$ cat src/core/orc_pkg.sv
// Function
// - Trip output stays active after activation until a valid reset is accepted.
// - Trip reset is accepted from keypad, emergency restart, external reset and remote serial command.
// - A fail-safe output keeps its relay energized when idle and drops it on activation or power loss.
// - Every trip reset request is ignored while a lockout interval is running.
// - Lockout time keeps counting without control power, crediting at most one hour while power is off.
// - The trip output asserts when any of fourteen enabled trip conditions asserts.
// - Default drive: trip fail-safe, alarm and first auxiliary non-fail-safe, second auxiliary fail-safe.
// - The alarm output is driven only by enabled alarm-level conditions, never by trip conditions.
// - The alarm output is separately selectable as latched or unlatched and fail-safe or not.
// - The first auxiliary output takes any mix of trip and alarm conditions, independent of the others.
// - The first auxiliary output is separately selectable as latched or unlatched and fail-safe or not.
// - The second auxiliary output is always latched and fail-safe, with an alarm-style condition mask.
// - A held external reset resets latched outputs whenever motor conditions allow (trip also needs no lockout running), like the keypad.
// - An emergency restart pulse clears thermal memory and takes one off the starts-per-hour count.
package orc_pkg;
    localparam int TRIP_W = 14;
    localparam int ALRM_W = 12;
    // Register offsets
    localparam logic [7:0] REG_TRIP_MASK = 8'h00;
    localparam logic [7:0] REG_ALRM_MASK = 8'h04;
    localparam logic [7:0] REG_AUX1_TMASK = 8'h08;
    localparam logic [7:0] REG_AUX1_AMASK = 8'h0C;
    localparam logic [7:0] REG_AUX2_MASK = 8'h10;
    localparam logic [7:0] REG_CONFIG = 8'h14;
    localparam logic [7:0] REG_COMMAND = 8'h18;
    localparam logic [7:0] REG_LOCKOUT = 8'h1C;
    localparam logic [7:0] REG_STATUS = 8'h20;
    localparam logic [7:0] REG_IRQ_STAT = 8'h24;
    localparam logic [7:0] REG_IRQ_CLR = 8'h28;
    localparam logic [7:0] REG_IRQ_EN = 8'h2C;
    // Config fields
    localparam int CFG_TRIP_FS = 0;
    localparam int CFG_ALRM_FS = 1;
    localparam int CFG_AUX1_FS = 2;
    localparam int CFG_ALRM_LATCH = 3;
    localparam int CFG_AUX1_LATCH = 4;
    // Only trip is fail-safe out of reset; aux2 is fail-safe by hardware
    localparam logic [4:0] CFG_RESET = 5'h01;
    // Command fields
    localparam int CMD_REMOTE_RESET = 0;
    // Reset values of masks
    localparam logic [13:0] TRIP_MASK_RESET = 14'h3F_FF;
    localparam logic [11:0] ALRM_MASK_RESET = 12'hF_FF;
    // Timing: seconds from 200 MHz clock
    localparam longint CLK_HZ = 200_000_000;
    localparam int SEC_PER_HOUR = 3600;
    localparam int LOCK_W = 24;
    localparam int IRQ_W = 4;
endpackage

$ cat src/core/orc_out_chan.sv
`timescale 1ns/1ps
`default_nettype none
// One output relay channel: latch, reset and drive polarity
module orc_out_chan (
    input wire logic clk,
    input wire logic sys_rst,
    input wire logic cond,
    input wire logic latch_en,
    input wire logic fail_safe,
    input wire logic reset_ok,
    output logic active,
    output logic coil
);
    // Latched output holds until a reset, unlatched follows cond
    always_ff @(posedge clk or posedge sys_rst) begin
        if (sys_rst) begin
            active <= 1'b0;
        end else if (cond) begin
            active <= 1'b1; // Set wins over a reset in the same cycle
        end else if (!latch_en || reset_ok) begin
            active <= 1'b0;
        end
    end

    // Coil drive; a powered-down coil is the fail-safe trip state
    always_ff @(posedge clk or posedge sys_rst) begin
        if (sys_rst) begin
            coil <= 1'b0;
        end else if (fail_safe) begin
            coil <= !(cond || active);
        end else begin
            coil <= cond || active;
        end
    end
endmodule // orc_out_chan
`default_nettype wire

$ cat src/core/orc_relay_ctrl.sv
`timescale 1ns/1ps
`default_nettype none
module orc_relay_ctrl #(
    parameter longint TICKS_PER_SEC = orc_pkg::CLK_HZ
) (
    input wire logic clk,
    input wire logic sys_rst,
    // Register port
    input wire logic [7:0] reg_addr,
    input wire logic [31:0] reg_wdata,
    input wire logic reg_wr,
    input wire logic reg_rd,
    output logic [31:0] reg_rdata,
    // Conditions from protection logic (same clock)
    input wire logic [orc_pkg::TRIP_W-1:0] trip_cond,
    input wire logic [orc_pkg::ALRM_W-1:0] alarm_cond,
    input wire logic motor_ok,
    input wire logic power_ok,
    input wire logic [11:0] off_seconds,
    input wire logic off_valid,
    // Pins
    input wire logic keypad_reset_pin,
    input wire logic ext_reset_pin,
    input wire logic emerg_restart_pin,
    // Outputs
    output logic trip_coil,
    output logic alarm_coil,
    output logic aux1_coil,
    output logic aux2_coil,
    output logic thermal_clear,
    output logic starts_dec,
    output logic irq
);
    logic [orc_pkg::TRIP_W-1:0] trip_mask;
    logic [orc_pkg::ALRM_W-1:0] alrm_mask;
    logic [orc_pkg::TRIP_W-1:0] aux1_tmask;
    logic [orc_pkg::ALRM_W-1:0] aux1_amask;
    logic [orc_pkg::ALRM_W-1:0] aux2_mask;
    logic [4:0] config_r;
    logic [orc_pkg::LOCK_W-1:0] lock_sec;
    logic [31:0] sec_cnt;
    logic sec_tick;
    logic [2:0] key_s;
    logic [2:0] ext_s;
    logic [2:0] emg_s;
    logic remote_reset;
    logic reset_req;
    logic reset_ok;
    logic emg_pulse;
    logic trip_c;
    logic alrm_c;
    logic aux1_c;
    logic aux2_c;
    logic trip_act;
    logic alrm_act;
    logic aux1_act;
    logic aux2_act;
    logic [orc_pkg::IRQ_W-1:0] irq_stat;
    logic [orc_pkg::IRQ_W-1:0] irq_en;
    logic [orc_pkg::IRQ_W-1:0] irq_evt;
    logic [orc_pkg::IRQ_W-1:0] irq_clr;
    logic [orc_pkg::IRQ_W-1:0] act_prev;
    logic lock_load;
    logic lock_active;
    logic [11:0] off_credit;

    // Pin synchronisers; bit 2 is the edge history
    always_ff @(posedge clk or posedge sys_rst) begin
        if (sys_rst) begin
            key_s <= 3'h0;
            ext_s <= 3'h0;
            emg_s <= 3'h0;
        end else begin
            key_s <= {key_s[1:0], keypad_reset_pin};
            ext_s <= {ext_s[1:0], ext_reset_pin};
            emg_s <= {emg_s[1:0], emerg_restart_pin};
        end
    end

    assign emg_pulse = emg_s[1] && !emg_s[2];
    assign remote_reset = reg_wr && (reg_addr == orc_pkg::REG_COMMAND)
        && reg_wdata[orc_pkg::CMD_REMOTE_RESET];
    // Keypad and held external reset need motor conditions to allow
    assign reset_req = ((key_s[1] && !key_s[2]) || ext_s[1]) && motor_ok
        || emg_pulse || remote_reset;
    assign lock_active = (lock_sec != '0);
    assign reset_ok = reset_req && !lock_active;

    // Condition combining per output
    assign trip_c = |(trip_cond & trip_mask);
    assign alrm_c = |(alarm_cond & alrm_mask);
    assign aux1_c = |(trip_cond & aux1_tmask)
        || |(alarm_cond & aux1_amask);
    assign aux2_c = |(alarm_cond & aux2_mask);

    // Trip is always latched; aux2 latched and fail-safe
    orc_out_chan u_trip (
        .clk(clk),
        .sys_rst(sys_rst),
        .cond(trip_c),
        .latch_en(1'b1),
        .fail_safe(config_r[orc_pkg::CFG_TRIP_FS]),
        .reset_ok(reset_ok),
        .active(trip_act),
        .coil(trip_coil)
    );
    orc_out_chan u_alrm (
        .clk(clk),
        .sys_rst(sys_rst),
        .cond(alrm_c),
        .latch_en(config_r[orc_pkg::CFG_ALRM_LATCH]),
        .fail_safe(config_r[orc_pkg::CFG_ALRM_FS]),
        .reset_ok(reset_req),
        .active(alrm_act),
        .coil(alarm_coil)
    );
    orc_out_chan u_aux1 (
        .clk(clk),
        .sys_rst(sys_rst),
        .cond(aux1_c),
        .latch_en(config_r[orc_pkg::CFG_AUX1_LATCH]),
        .fail_safe(config_r[orc_pkg::CFG_AUX1_FS]),
        .reset_ok(reset_req),
        .active(aux1_act),
        .coil(aux1_coil)
    );
    orc_out_chan u_aux2 (
        .clk(clk),
        .sys_rst(sys_rst),
        .cond(aux2_c),
        .latch_en(1'b1),
        .fail_safe(1'b1),
        .reset_ok(reset_req),
        .active(aux2_act),
        .coil(aux2_coil)
    );

    // Configuration registers
    always_ff @(posedge clk or posedge sys_rst) begin
        if (sys_rst) begin
            trip_mask <= orc_pkg::TRIP_MASK_RESET;
            alrm_mask <= orc_pkg::ALRM_MASK_RESET;
            aux1_tmask <= '0;
            aux1_amask <= '0;
            aux2_mask <= '0;
            config_r <= orc_pkg::CFG_RESET;
        end else if (reg_wr) begin
            case (reg_addr)
                orc_pkg::REG_TRIP_MASK: begin
                    trip_mask <= reg_wdata[orc_pkg::TRIP_W-1:0];
                end
                orc_pkg::REG_ALRM_MASK: begin
                    alrm_mask <= reg_wdata[orc_pkg::ALRM_W-1:0];
                end
                orc_pkg::REG_AUX1_TMASK: begin
                    aux1_tmask <= reg_wdata[orc_pkg::TRIP_W-1:0];
                end
                orc_pkg::REG_AUX1_AMASK: begin
                    aux1_amask <= reg_wdata[orc_pkg::ALRM_W-1:0];
                end
                orc_pkg::REG_AUX2_MASK: begin
                    aux2_mask <= reg_wdata[orc_pkg::ALRM_W-1:0];
                end
                orc_pkg::REG_CONFIG: begin
                    config_r <= reg_wdata[4:0];
                end
                default: begin
                end
            endcase
        end
    end

    // One-second enable from the clock
    always_ff @(posedge clk or posedge sys_rst) begin
        if (sys_rst) begin
            sec_cnt <= '0;
            sec_tick <= 1'b0;
        end else if (sec_cnt == 32'(TICKS_PER_SEC - 1)) begin
            sec_cnt <= '0;
            sec_tick <= 1'b1;
        end else begin
            sec_cnt <= sec_cnt + 32'h0000_0001;
            sec_tick <= 1'b0;
        end
    end

    // Off-time credit capped at an hour
    assign off_credit = (off_seconds > 12'(orc_pkg::SEC_PER_HOUR))
        ? 12'(orc_pkg::SEC_PER_HOUR) : off_seconds;
    assign lock_load = reg_wr && (reg_addr == orc_pkg::REG_LOCKOUT);

    // Lockout countdown in seconds; only runs while powered here
    always_ff @(posedge clk or posedge sys_rst) begin
        if (sys_rst) begin
            lock_sec <= '0;
        end else if (lock_load) begin
            lock_sec <= reg_wdata[orc_pkg::LOCK_W-1:0];
        end else if (off_valid) begin
            // Credit the time spent without control power
            lock_sec <= (lock_sec > orc_pkg::LOCK_W'(off_credit))
                ? lock_sec - orc_pkg::LOCK_W'(off_credit) : '0;
        end else if (sec_tick && power_ok && lock_active) begin
            lock_sec <= lock_sec - 1'b1;
        end
    end

    // Emergency restart strobes to thermal model and start counter
    always_ff @(posedge clk or posedge sys_rst) begin
        if (sys_rst) begin
            thermal_clear <= 1'b0;
            starts_dec <= 1'b0;
        end else begin
            thermal_clear <= emg_pulse;
            starts_dec <= emg_pulse;
        end
    end

    // Interrupt events: rising activation of each output
    assign irq_evt = {trip_act, alrm_act, aux1_act, aux2_act} & ~act_prev;
    assign irq_clr = (reg_wr && reg_addr == orc_pkg::REG_IRQ_CLR)
        ? reg_wdata[orc_pkg::IRQ_W-1:0] : '0;

    // Sticky status; a new event beats a clear in the same cycle
    always_ff @(posedge clk or posedge sys_rst) begin
        if (sys_rst) begin
            act_prev <= '0;
            irq_stat <= '0;
            irq_en <= '0;
            irq <= 1'b0;
        end else begin
            act_prev <= {trip_act, alrm_act, aux1_act, aux2_act};
            irq_stat <= (irq_stat & ~irq_clr) | irq_evt;
            if (reg_wr && reg_addr == orc_pkg::REG_IRQ_EN) begin
                irq_en <= reg_wdata[orc_pkg::IRQ_W-1:0];
            end
            irq <= |(irq_stat & irq_en);
        end
    end

    // Read port, data one cycle after strobe, zero otherwise
    always_ff @(posedge clk or posedge sys_rst) begin
        if (sys_rst) begin
            reg_rdata <= '0;
        end else if (reg_rd) begin
            case (reg_addr)
                orc_pkg::REG_TRIP_MASK: reg_rdata <= 32'(trip_mask);
                orc_pkg::REG_ALRM_MASK: reg_rdata <= 32'(alrm_mask);
                orc_pkg::REG_AUX1_TMASK: reg_rdata <= 32'(aux1_tmask);
                orc_pkg::REG_AUX1_AMASK: reg_rdata <= 32'(aux1_amask);
                orc_pkg::REG_AUX2_MASK: reg_rdata <= 32'(aux2_mask);
                orc_pkg::REG_CONFIG: reg_rdata <= 32'(config_r);
                orc_pkg::REG_LOCKOUT: reg_rdata <= 32'(lock_sec);
                orc_pkg::REG_STATUS: begin
                    reg_rdata <= 32'({lock_active, trip_act, alrm_act,
                        aux1_act, aux2_act});
                end
                orc_pkg::REG_IRQ_STAT: reg_rdata <= 32'(irq_stat);
                orc_pkg::REG_IRQ_EN: reg_rdata <= 32'(irq_en);
                default: reg_rdata <= '0; // Unmapped and write-only read 0
            endcase
        end else begin
            reg_rdata <= '0;
        end
    end
endmodule // orc_relay_ctrl
`default_nettype wire

$ cat config.mk
export PLATFORM = sky130hd
export DESIGN_NAME = orc_relay_ctrl
export DESIGN_NICKNAME = d
export VERILOG_FILES = /design/src/core/orc_pkg.sv /design/src/core/orc_out_chan.sv /design/src/core/orc_relay_ctrl.sv
export SDC_FILE = /design/constraint.sdc
export NUM_CORES = 1
export LEC_CHECK = 0
export BUFFER_PORTS_ARGS = -buffer_cell sky130_fd_sc_hd__buf_4
export CELL_PAD_IN_SITES_DETAIL_PLACEMENT = 1
export CELL_PAD_IN_SITES_GLOBAL_PLACEMENT = 2
export CORE_UTILIZATION = 30
export DETAILED_ROUTE_END_ITERATION = 16
export GPL_ROUTABILITY_DRIVEN = 0
export PLACE_DENSITY = 0.68
export SLEW_MARGIN = 5
export SYNTH_ARGS = -nofsm -noshare
export SYNTH_HDL_FRONTEND = slang
export SYNTH_SLANG_ARGS = --single-unit
$ cat constraint.sdc
create_clock -name clk -period 6.84 [get_ports clk]
set_input_delay 0.684 -clock clk [delete_from_list [all_inputs] [get_ports clk]]
set_output_delay 0.684 -clock clk [all_outputs]
set_load 0.02 [all_outputs]
==> results of run 1 <==
worst min-delay path by stage:
stage,from,endpoint,depth (start not counted),slack (ps)
floorplan,emg_s[0]$_DFF_PP0_,emg_s[1]$_DFF_PP0_,0,330
global placement,ext_s[0]$_DFF_PP0_,ext_s[1]$_DFF_PP0_,0,340
detailed placement,key_s[0]$_DFF_PP0_,key_s[1]$_DFF_PP0_,0,340
CTS,ext_reset_pin,ext_s[0]$_DFF_PP0_,1,320
global route,ext_reset_pin,ext_s[0]$_DFF_PP0_,1,320
finish,ext_reset_pin,ext_s[0]$_DFF_PP0_,1,340
power by group through the flow:
| stage | clock [mW] | sequential (mW) | combinational, mW |
|---|---|---|---|
| final | 1.04 | 1.39 | 0.805 |
| after CTS | 1.06 | 1.39 | 0.812 |
| after floorplan | 0 | 1.29 | 0.625 |
| after global routing | 1.10 | 1.41 | 0.902 |
| after global placement | 0 | 1.40 | 0.800 |
| after detailed placement | 0 | 1.41 | 0.809 |
metal layers:
layer	wire length [µm]	up-vias	global-route usage (%)
met5	0	-	0
met4	898	0	7.73
met3	1550	53	4.15
met2	15500	203	33.3
met1	14700	4029	26.7
li1	-	3683	-
logic make-up after synthesis:
group	synth area share (%)
other	0.0388
AOI/OAI and AO/OA	16.6
and+or+nand+nor	16.8
xor gates and xnor gates	4.53
muxes	9.23
adders and majority gates	2.28
DFF	46.9
buffers and inverters	3.62
sequential cells by signal (all words and copies together) (netlist names), 2 cells and up:
name	flops
sec_cnt	32
lock_sec	24
reg_rdata	24
aux1_tmask	14
trip_mask	14
alrm_mask	12
aux1_amask	12
aux2_mask	12
config_r	5
act_prev	4
irq_en	4
irq_stat	4
emg_s	3
key_s	3
ext_s	2
per-stage QoR:
| step | std cells | utilization [%] | cell area [µm²] | hold slack [ps] |
|---|---|---|---|---|
| floorplan | 959 | - | 9700 | 331 |
| global placement | 1425 | 34.3 | 10800 | 336 |
| detailed placement | 1425 | 34.3 | 10800 | 336 |
| CTS | 1457 | 36.2 | 11400 | 323 |
| global route | 1457 | 36.2 | 11400 | 325 |
| finish | 1457 | 36.2 | 11400 | 337 |
cells in the final DEF (no fill, tap or decap), types with 12 or more instances in the layout:
master / count
a21oi_1: 45
nand2_1: 80
a31oi_1: 13
ha_1: 16
nand3_1: 28
nor3_1: 30
clkbuf_16: 17
nor2_1: 80
a221oi_1: 12
o21ai_0: 36
a22oi_1: 47
nand4_1: 15
buf_4: 120
inv_1: 19
xor2_1: 16
dfrtp_1: 153
xnor2_1: 34
a22o_1: 12
and2_1: 14
mux2_2: 74
dfstp_2: 27
worst reg2reg max path, delay by kind of cell, from the launching register on:
family          cells  cell delay (ps)
compound gates      5             1290
simple gates        2              840
fa+ha+maj           2              560
flops               1              470
buf+inv             2              190
layout make-up:
| class | count | area [µm²] | area share, % |
|---|---|---|---|
| Clock buffer | 19 | 433 | 3.78 |
| Clock inverter | 13 | 174 | 1.52 |
| Inverter | 20 | 82.6 | 0.722 |
| Multi-Input combinational cell | 703 | 4810 | 42.1 |
| Sequential cell | 180 | 4540 | 39.7 |
| Tap cell | 402 | 503 | 4.39 |
| Timing Repair Buffer | 120 | 901 | 7.87 |
==> reports/results.ini, run 1 <==
[outcome]
status = finished, final reports clean

[logic_synthesis]
ys_types = 71
synthFlopType = dfrtp_1
synthTopCellsByCount = dfrtp_1, nand2_1, nor2_1
syn_avg_cell_area_um2 = 10.2
yosysMostFrequentCell = dfrtp_1
yosysWarnings = 0
synth_cells = 952
netlist.top_cell.by_area = dfrtp_1
ys_ff_latch = 180
synth-async-reset-ratio_pct = 100
yosys-top-cells-area = dfrtp_1, mux2_2, dfstp_2, a22oi_1, nand2_1
synth-edff-count = 0
yosys.area.top_type_share_pct = 39.6
yosysSeqAreaShare_pct = 46.9
synthesis.area_mm2 = 0.00968

[worst_setup_path]
crit_fanout = 14
startpoint = off_seconds[8]
slowest_delay_ps = 610
crit_type = in -> reg
slowest_stage = or2_0
startpoint_type = input port
reg2regPathDepth = 11
crit_path_end = lock_sec[9]$_DFFE_PP0P_
reg2reg_to = lock_sec[9]$_DFFE_PP0P_
reg2reg_slack_ps = 3380
crit_family = compound AO/OA/AOI/OAI gates
cp-end-kind = flip-flop
required_ps = 7170
r2r_start = lock_sec[0]$_DFFE_PP0P_
path_cells = buf_4 -> nor4_1 -> a21o_1 -> and2_1 -> ha_1 -> inv_1 -> fa_1 -> a21o_1 -> and4_1 -> o21ai_0 -> a21oi_1 -> or2_0 -> a21boi_0 -> o31a_1
arrival_ps = 4370
crit_buf_inv = 2
cp.depth = 14
cpMostUsedCell = a21o_1

[timing]
fin_crit_ps = 4040
relSlewSlack_pct = 22.3
setup_slack_ps = 2800
final-setup-viol-count = 0
final.setup.tns_ps = 0
fmax_mhz = 247
period_share_pct = 59.1
hold_viol = 0
worst_clock_skew_ps = 10.9
drv_slew = 0
rsz0062_at_grt = false
tightestPinTransition_ps = 1160

[final_layout]
area_growth_pct = 18.3
drive_above_1_share_pct = 25.6
antenna_cells = 0
nFillCells = 3523
nets = 1147

[clock_tree]
cts.sinks = 180
numCtsBuffers = 17
clockBufferDepth = 2
cts_resized = 0
cts_root_buf = clkbuf_16
cts_hold_buf = 0
clkLatencyLatePin_ps = 450
cts.clk_slew.worst_paths_ps = 80
cts_max_level = 4
cts_tree = built
post_cts.repair.setup_buffers = 0

[pwr]
pwr-share-comb_pct = 24.9
pwr-share-clk_pct = 32.1
leakagePower_nw = 4.88
power_mw = 3.23
seq_power_share_pct = 43.0
p_int_mw = 2.10
power_density_mw_per_mm2 = 282
p_sw_share_pct = 35.0
switchingPower_mw = 1.13
vdd_ir_drop_max_mv = 0.169

[worst_hold_path]
hp-class = in -> reg

[floorplanning]
die_w_um = 182
initial_utilization_pct = 30.6
core_mm2 = 0.0316
die_h_um = 182
die_area_mm2 = 0.0330
pin_count = 127
rows = 65

[route]
drt_iter0_drc = 376
detail-route-antenna-nets = 0
viasPerCell = 5.47
drc = 0
drt_wl_total_um = 32700
drt_pass1_iterations = 5
num_vias = 7968
post_drt_wl_per_cell_um = 22.4

[global_routing]
grt_antenna_before_repair = 0
grt_first_pass_wirelength_um = 50900
grt_pass1_vias = 8352
grt_overflow = 0
grt_max_degree = 140
track_usage_pct = 20.5

[placement]
place_ws_ps = 2260
port_buffers = 110
dp_hpwl_um = 24300

[run]
cap_violations = 0

Note: power is estimated with default switching activity, not from simulation.
==> inputs of run 2 (changes only) <==
Settings changed: ABC_AREA set to 1, PLACE_DENSITY 0.68 to 0.77.
Clock period 6.84 ns to 3.68 ns, I/O delays scaled along.
==> run 2 against run 1 <==
  * Cell area rose by 8.2%
  * Sequential power rose by 78%
  * Register-to-register slack got worse by 2300 ps
  * Total power rose by 88%
  * Clock power rose by 71%
  * Routed wire length rose by 12%
  * Global-route usage rose by 0.76 points
  * Largest power group unchanged
  * Highest routed layer unchanged
==> reports/results.ini, run 2 <==
[worst_setup_path]
crit_type = in -> reg
crit_family = simple AND/OR/NAND/NOR gates
path_cells = buf_4 -> nor4_1 -> o21ai_0 -> a21boi_0 -> ha_1 -> inv_1 -> fa_1 -> nand3_1 -> nand3_1 -> nand2_1 -> nand2_1 -> nand2_1 -> nand2_2 -> nand3_4 -> inv_2 -> nand3_1 -> nand2_1 -> nand2_1 -> nand2_1
cpMostUsedCell = nand2_1
required_ps = 4020
startpoint_type = input port
slowest_delay_ps = 420
cp-end-kind = flip-flop
crit_fanout = 9
crit_buf_inv = 3
arrival_ps = 3250
slowest_stage = fa_1

[global_routing]
grt_pass1_vias = 10100
grt_antenna_before_repair = 0
grt_overflow = 0
track_usage_pct = 21.2
grt_max_degree = 69
grt_first_pass_wirelength_um = 58200

[route]
drc = 0
post_drt_wl_per_cell_um = 18.2
drt_pass1_iterations = 5
drt_iter0_drc = 636
detail-route-antenna-nets = 0
viasPerCell = 4.87
num_vias = 9776
drt_wl_total_um = 36500

[final_layout]
top_regs = sec_cnt: 32 flops, lock_sec: 24 flops, reg_rdata: 24 flops
area_growth_pct = 17.7
nFillCells = 4309
mostFrequentLayoutCell = nand2_1
largest_register_ffs = 32
nets = 1644
regMostFlops = sec_cnt
post-route-util_pct = 35.9
drive_above_1_share_pct = 13.9
layout_common_cells = nand2_1, inv_1, nor2_1
antenna_cells = 0

[floorplanning]
initial_utilization_pct = 30.5
die_area_mm2 = 0.0358
die_w_um = 189
core_mm2 = 0.0345
pin_count = 127
die_h_um = 189
rows = 68

[pwr]
leakagePower_nw = 6.00
vdd_ir_drop_max_mv = 0.355
power_density_mw_per_mm2 = 489
power_mw = 6.05

[logic_synthesis]
synth_top_family_by_area = simple AND/OR/NAND/NOR gates
syn_avg_cell_area_um2 = 7.37
ys_ff_latch = 180
yosysWarnings = 0
synth-async-reset-ratio_pct = 100
yosys.area_share.adder_pct = 2.09
synthFlopType = dfrtp_1
synth-edff-count = 0
ys_types = 50
yosysMostFrequentCell = nand2_1
yosysSeqAreaShare_pct = 43.1
synthesis.area_mm2 = 0.0105
yosys-top-cells-area = dfrtp_1, nand2_1, inv_1, dfstp_2, nor2_1
synth_cells = 1428
synthTopCellsByCount = nand2_1, inv_1, nor2_1
netlist.top_cell.by_area = dfrtp_1
synth-compound-area-share_pct = 12.0
synthSimpleGateAreaFrac_pct = 29.5
yosys.area.top_type_share_pct = 36.4
synthMuxAreaShare_pct = 0
synth_xor_area_share_pct = 3.99

[clock_tree]
cts.sinks = 180
cts_resized = 0
cts_tree = built
clkLatencyLatePin_ps = 460
cts_hold_buf = 0
cts_max_level = 4
numCtsBuffers = 17
clockBufferDepth = 2
post_cts.repair.setup_buffers = 0
cts.clk_slew.worst_paths_ps = 80
cts_root_buf = clkbuf_16

[timing]
rsz0062_at_grt = false
fin_crit_ps = 2910
worst_clock_skew_ps = 18.2
final.setup.tns_ps = 0
relSlewSlack_pct = 42.4
period_share_pct = 79.0
drv_slew = 0
worst_hold_slack_ps = 14.4
tightestPinTransition_ps = 861
fmax_mhz = 344
final-setup-viol-count = 0
hold_viol = 0

[placement]
port_buffers = 110
dp_hpwl_um = 28700

[outcome]
status = finished, final reports clean

[worst_hold_path]
hp-class = in -> async

[run]
cap_violations = 0

## run 2: changes by cell type in the layout (fill, tap and decap cells not counted), sizes merged, moves of 11 or more
| cell | delta |
|---|---|
| a22oi | -47 |
| and2 | -14 |
| inv | +182 |
| mux2 | -74 |
| nand2 | +316 |
| nand3 | +48 |
| nand4 | +16 |
| nor2 | +90 |
| o21ai | +78 |
| o22ai | +22 |
| or3 | -11 |
| xnor2 | -21 |
| xor2 | +19 |
## run 2: per-layer routing
layer  part of all wire [%]  wire [µm]  GRT usage, %  up-vias
met3                    3.5       1270          3.37       29
met2                     47      17300          35.0      171
li1                       -          -             -     4814
met4                    1.6        566          5.46        0
met1                     48      17400          28.9     4762
met5                      0          0             0        -
## run 2: worst paths after layout
check                                        start                        to  slack, ps  cells after the start
setup / recovery                    off_seconds[8]   lock_sec[9]$_DFFE_PP0P_        770                     19
hold / removal                             sys_rst  aux2_mask[5]$_DFFE_PP0P_         10                      2
setup reg to reg           lock_sec[0]$_DFFE_PP0P_   lock_sec[9]$_DFFE_PP0P_       1090                     16
hold reg to reg                 key_s[0]$_DFF_PP0_        key_s[1]$_DFF_PP0_        350                      0
max in group asynchronous                  sys_rst        key_s[1]$_DFF_PP0_       2680                      3
min in group clk                  keypad_reset_pin        key_s[0]$_DFF_PP0_         20                      1
## run 2: area by class of cell
cell class / instances / area (µm²) / area share (%)
Multi-Input combinational cell: 1017 / 5040 / 40.7
Sequential cell: 180 / 4540 / 36.6
Timing Repair Buffer: 121 / 921 / 7.43
Inverter: 202 / 767 / 6.19
Tap cell: 455 / 569 / 4.60
Clock buffer: 19 / 443 / 3.58
Clock inverter: 13 / 111 / 0.899
## run 2: cells by family (layout without fill, tap and decap cells)
| logic type | count (synthesis) | in the layout |
|---|---|---|
| simple gates | 720 | 720 |
| buf+inv | 238 | 355 |
| compound gates | 224 | 224 |
| flops | 180 | 180 |
| xor+xnor | 48 | 48 |
| fa+ha+maj | 17 | 17 |
| other cells | 1 | 8 |
## run 2: power breakdown
part           internal (mW)  switching, mW  total [mW]
combinational          0.607           1.19        1.80
sequential              2.17          0.300        2.47
clock                  0.902          0.882        1.78
## run 2: stage by stage
stage / area (µm²) / cells / setup slack [ps]
after global routing: 12400 / 2007 / 568
after detailed placement: 11800 / 1975 / 278
after floorplan: 10600 / 1435 / 1030
final: 12400 / 2007 / 773
after global placement: 11800 / 1975 / 375
after CTS: 12400 / 2007 / 744
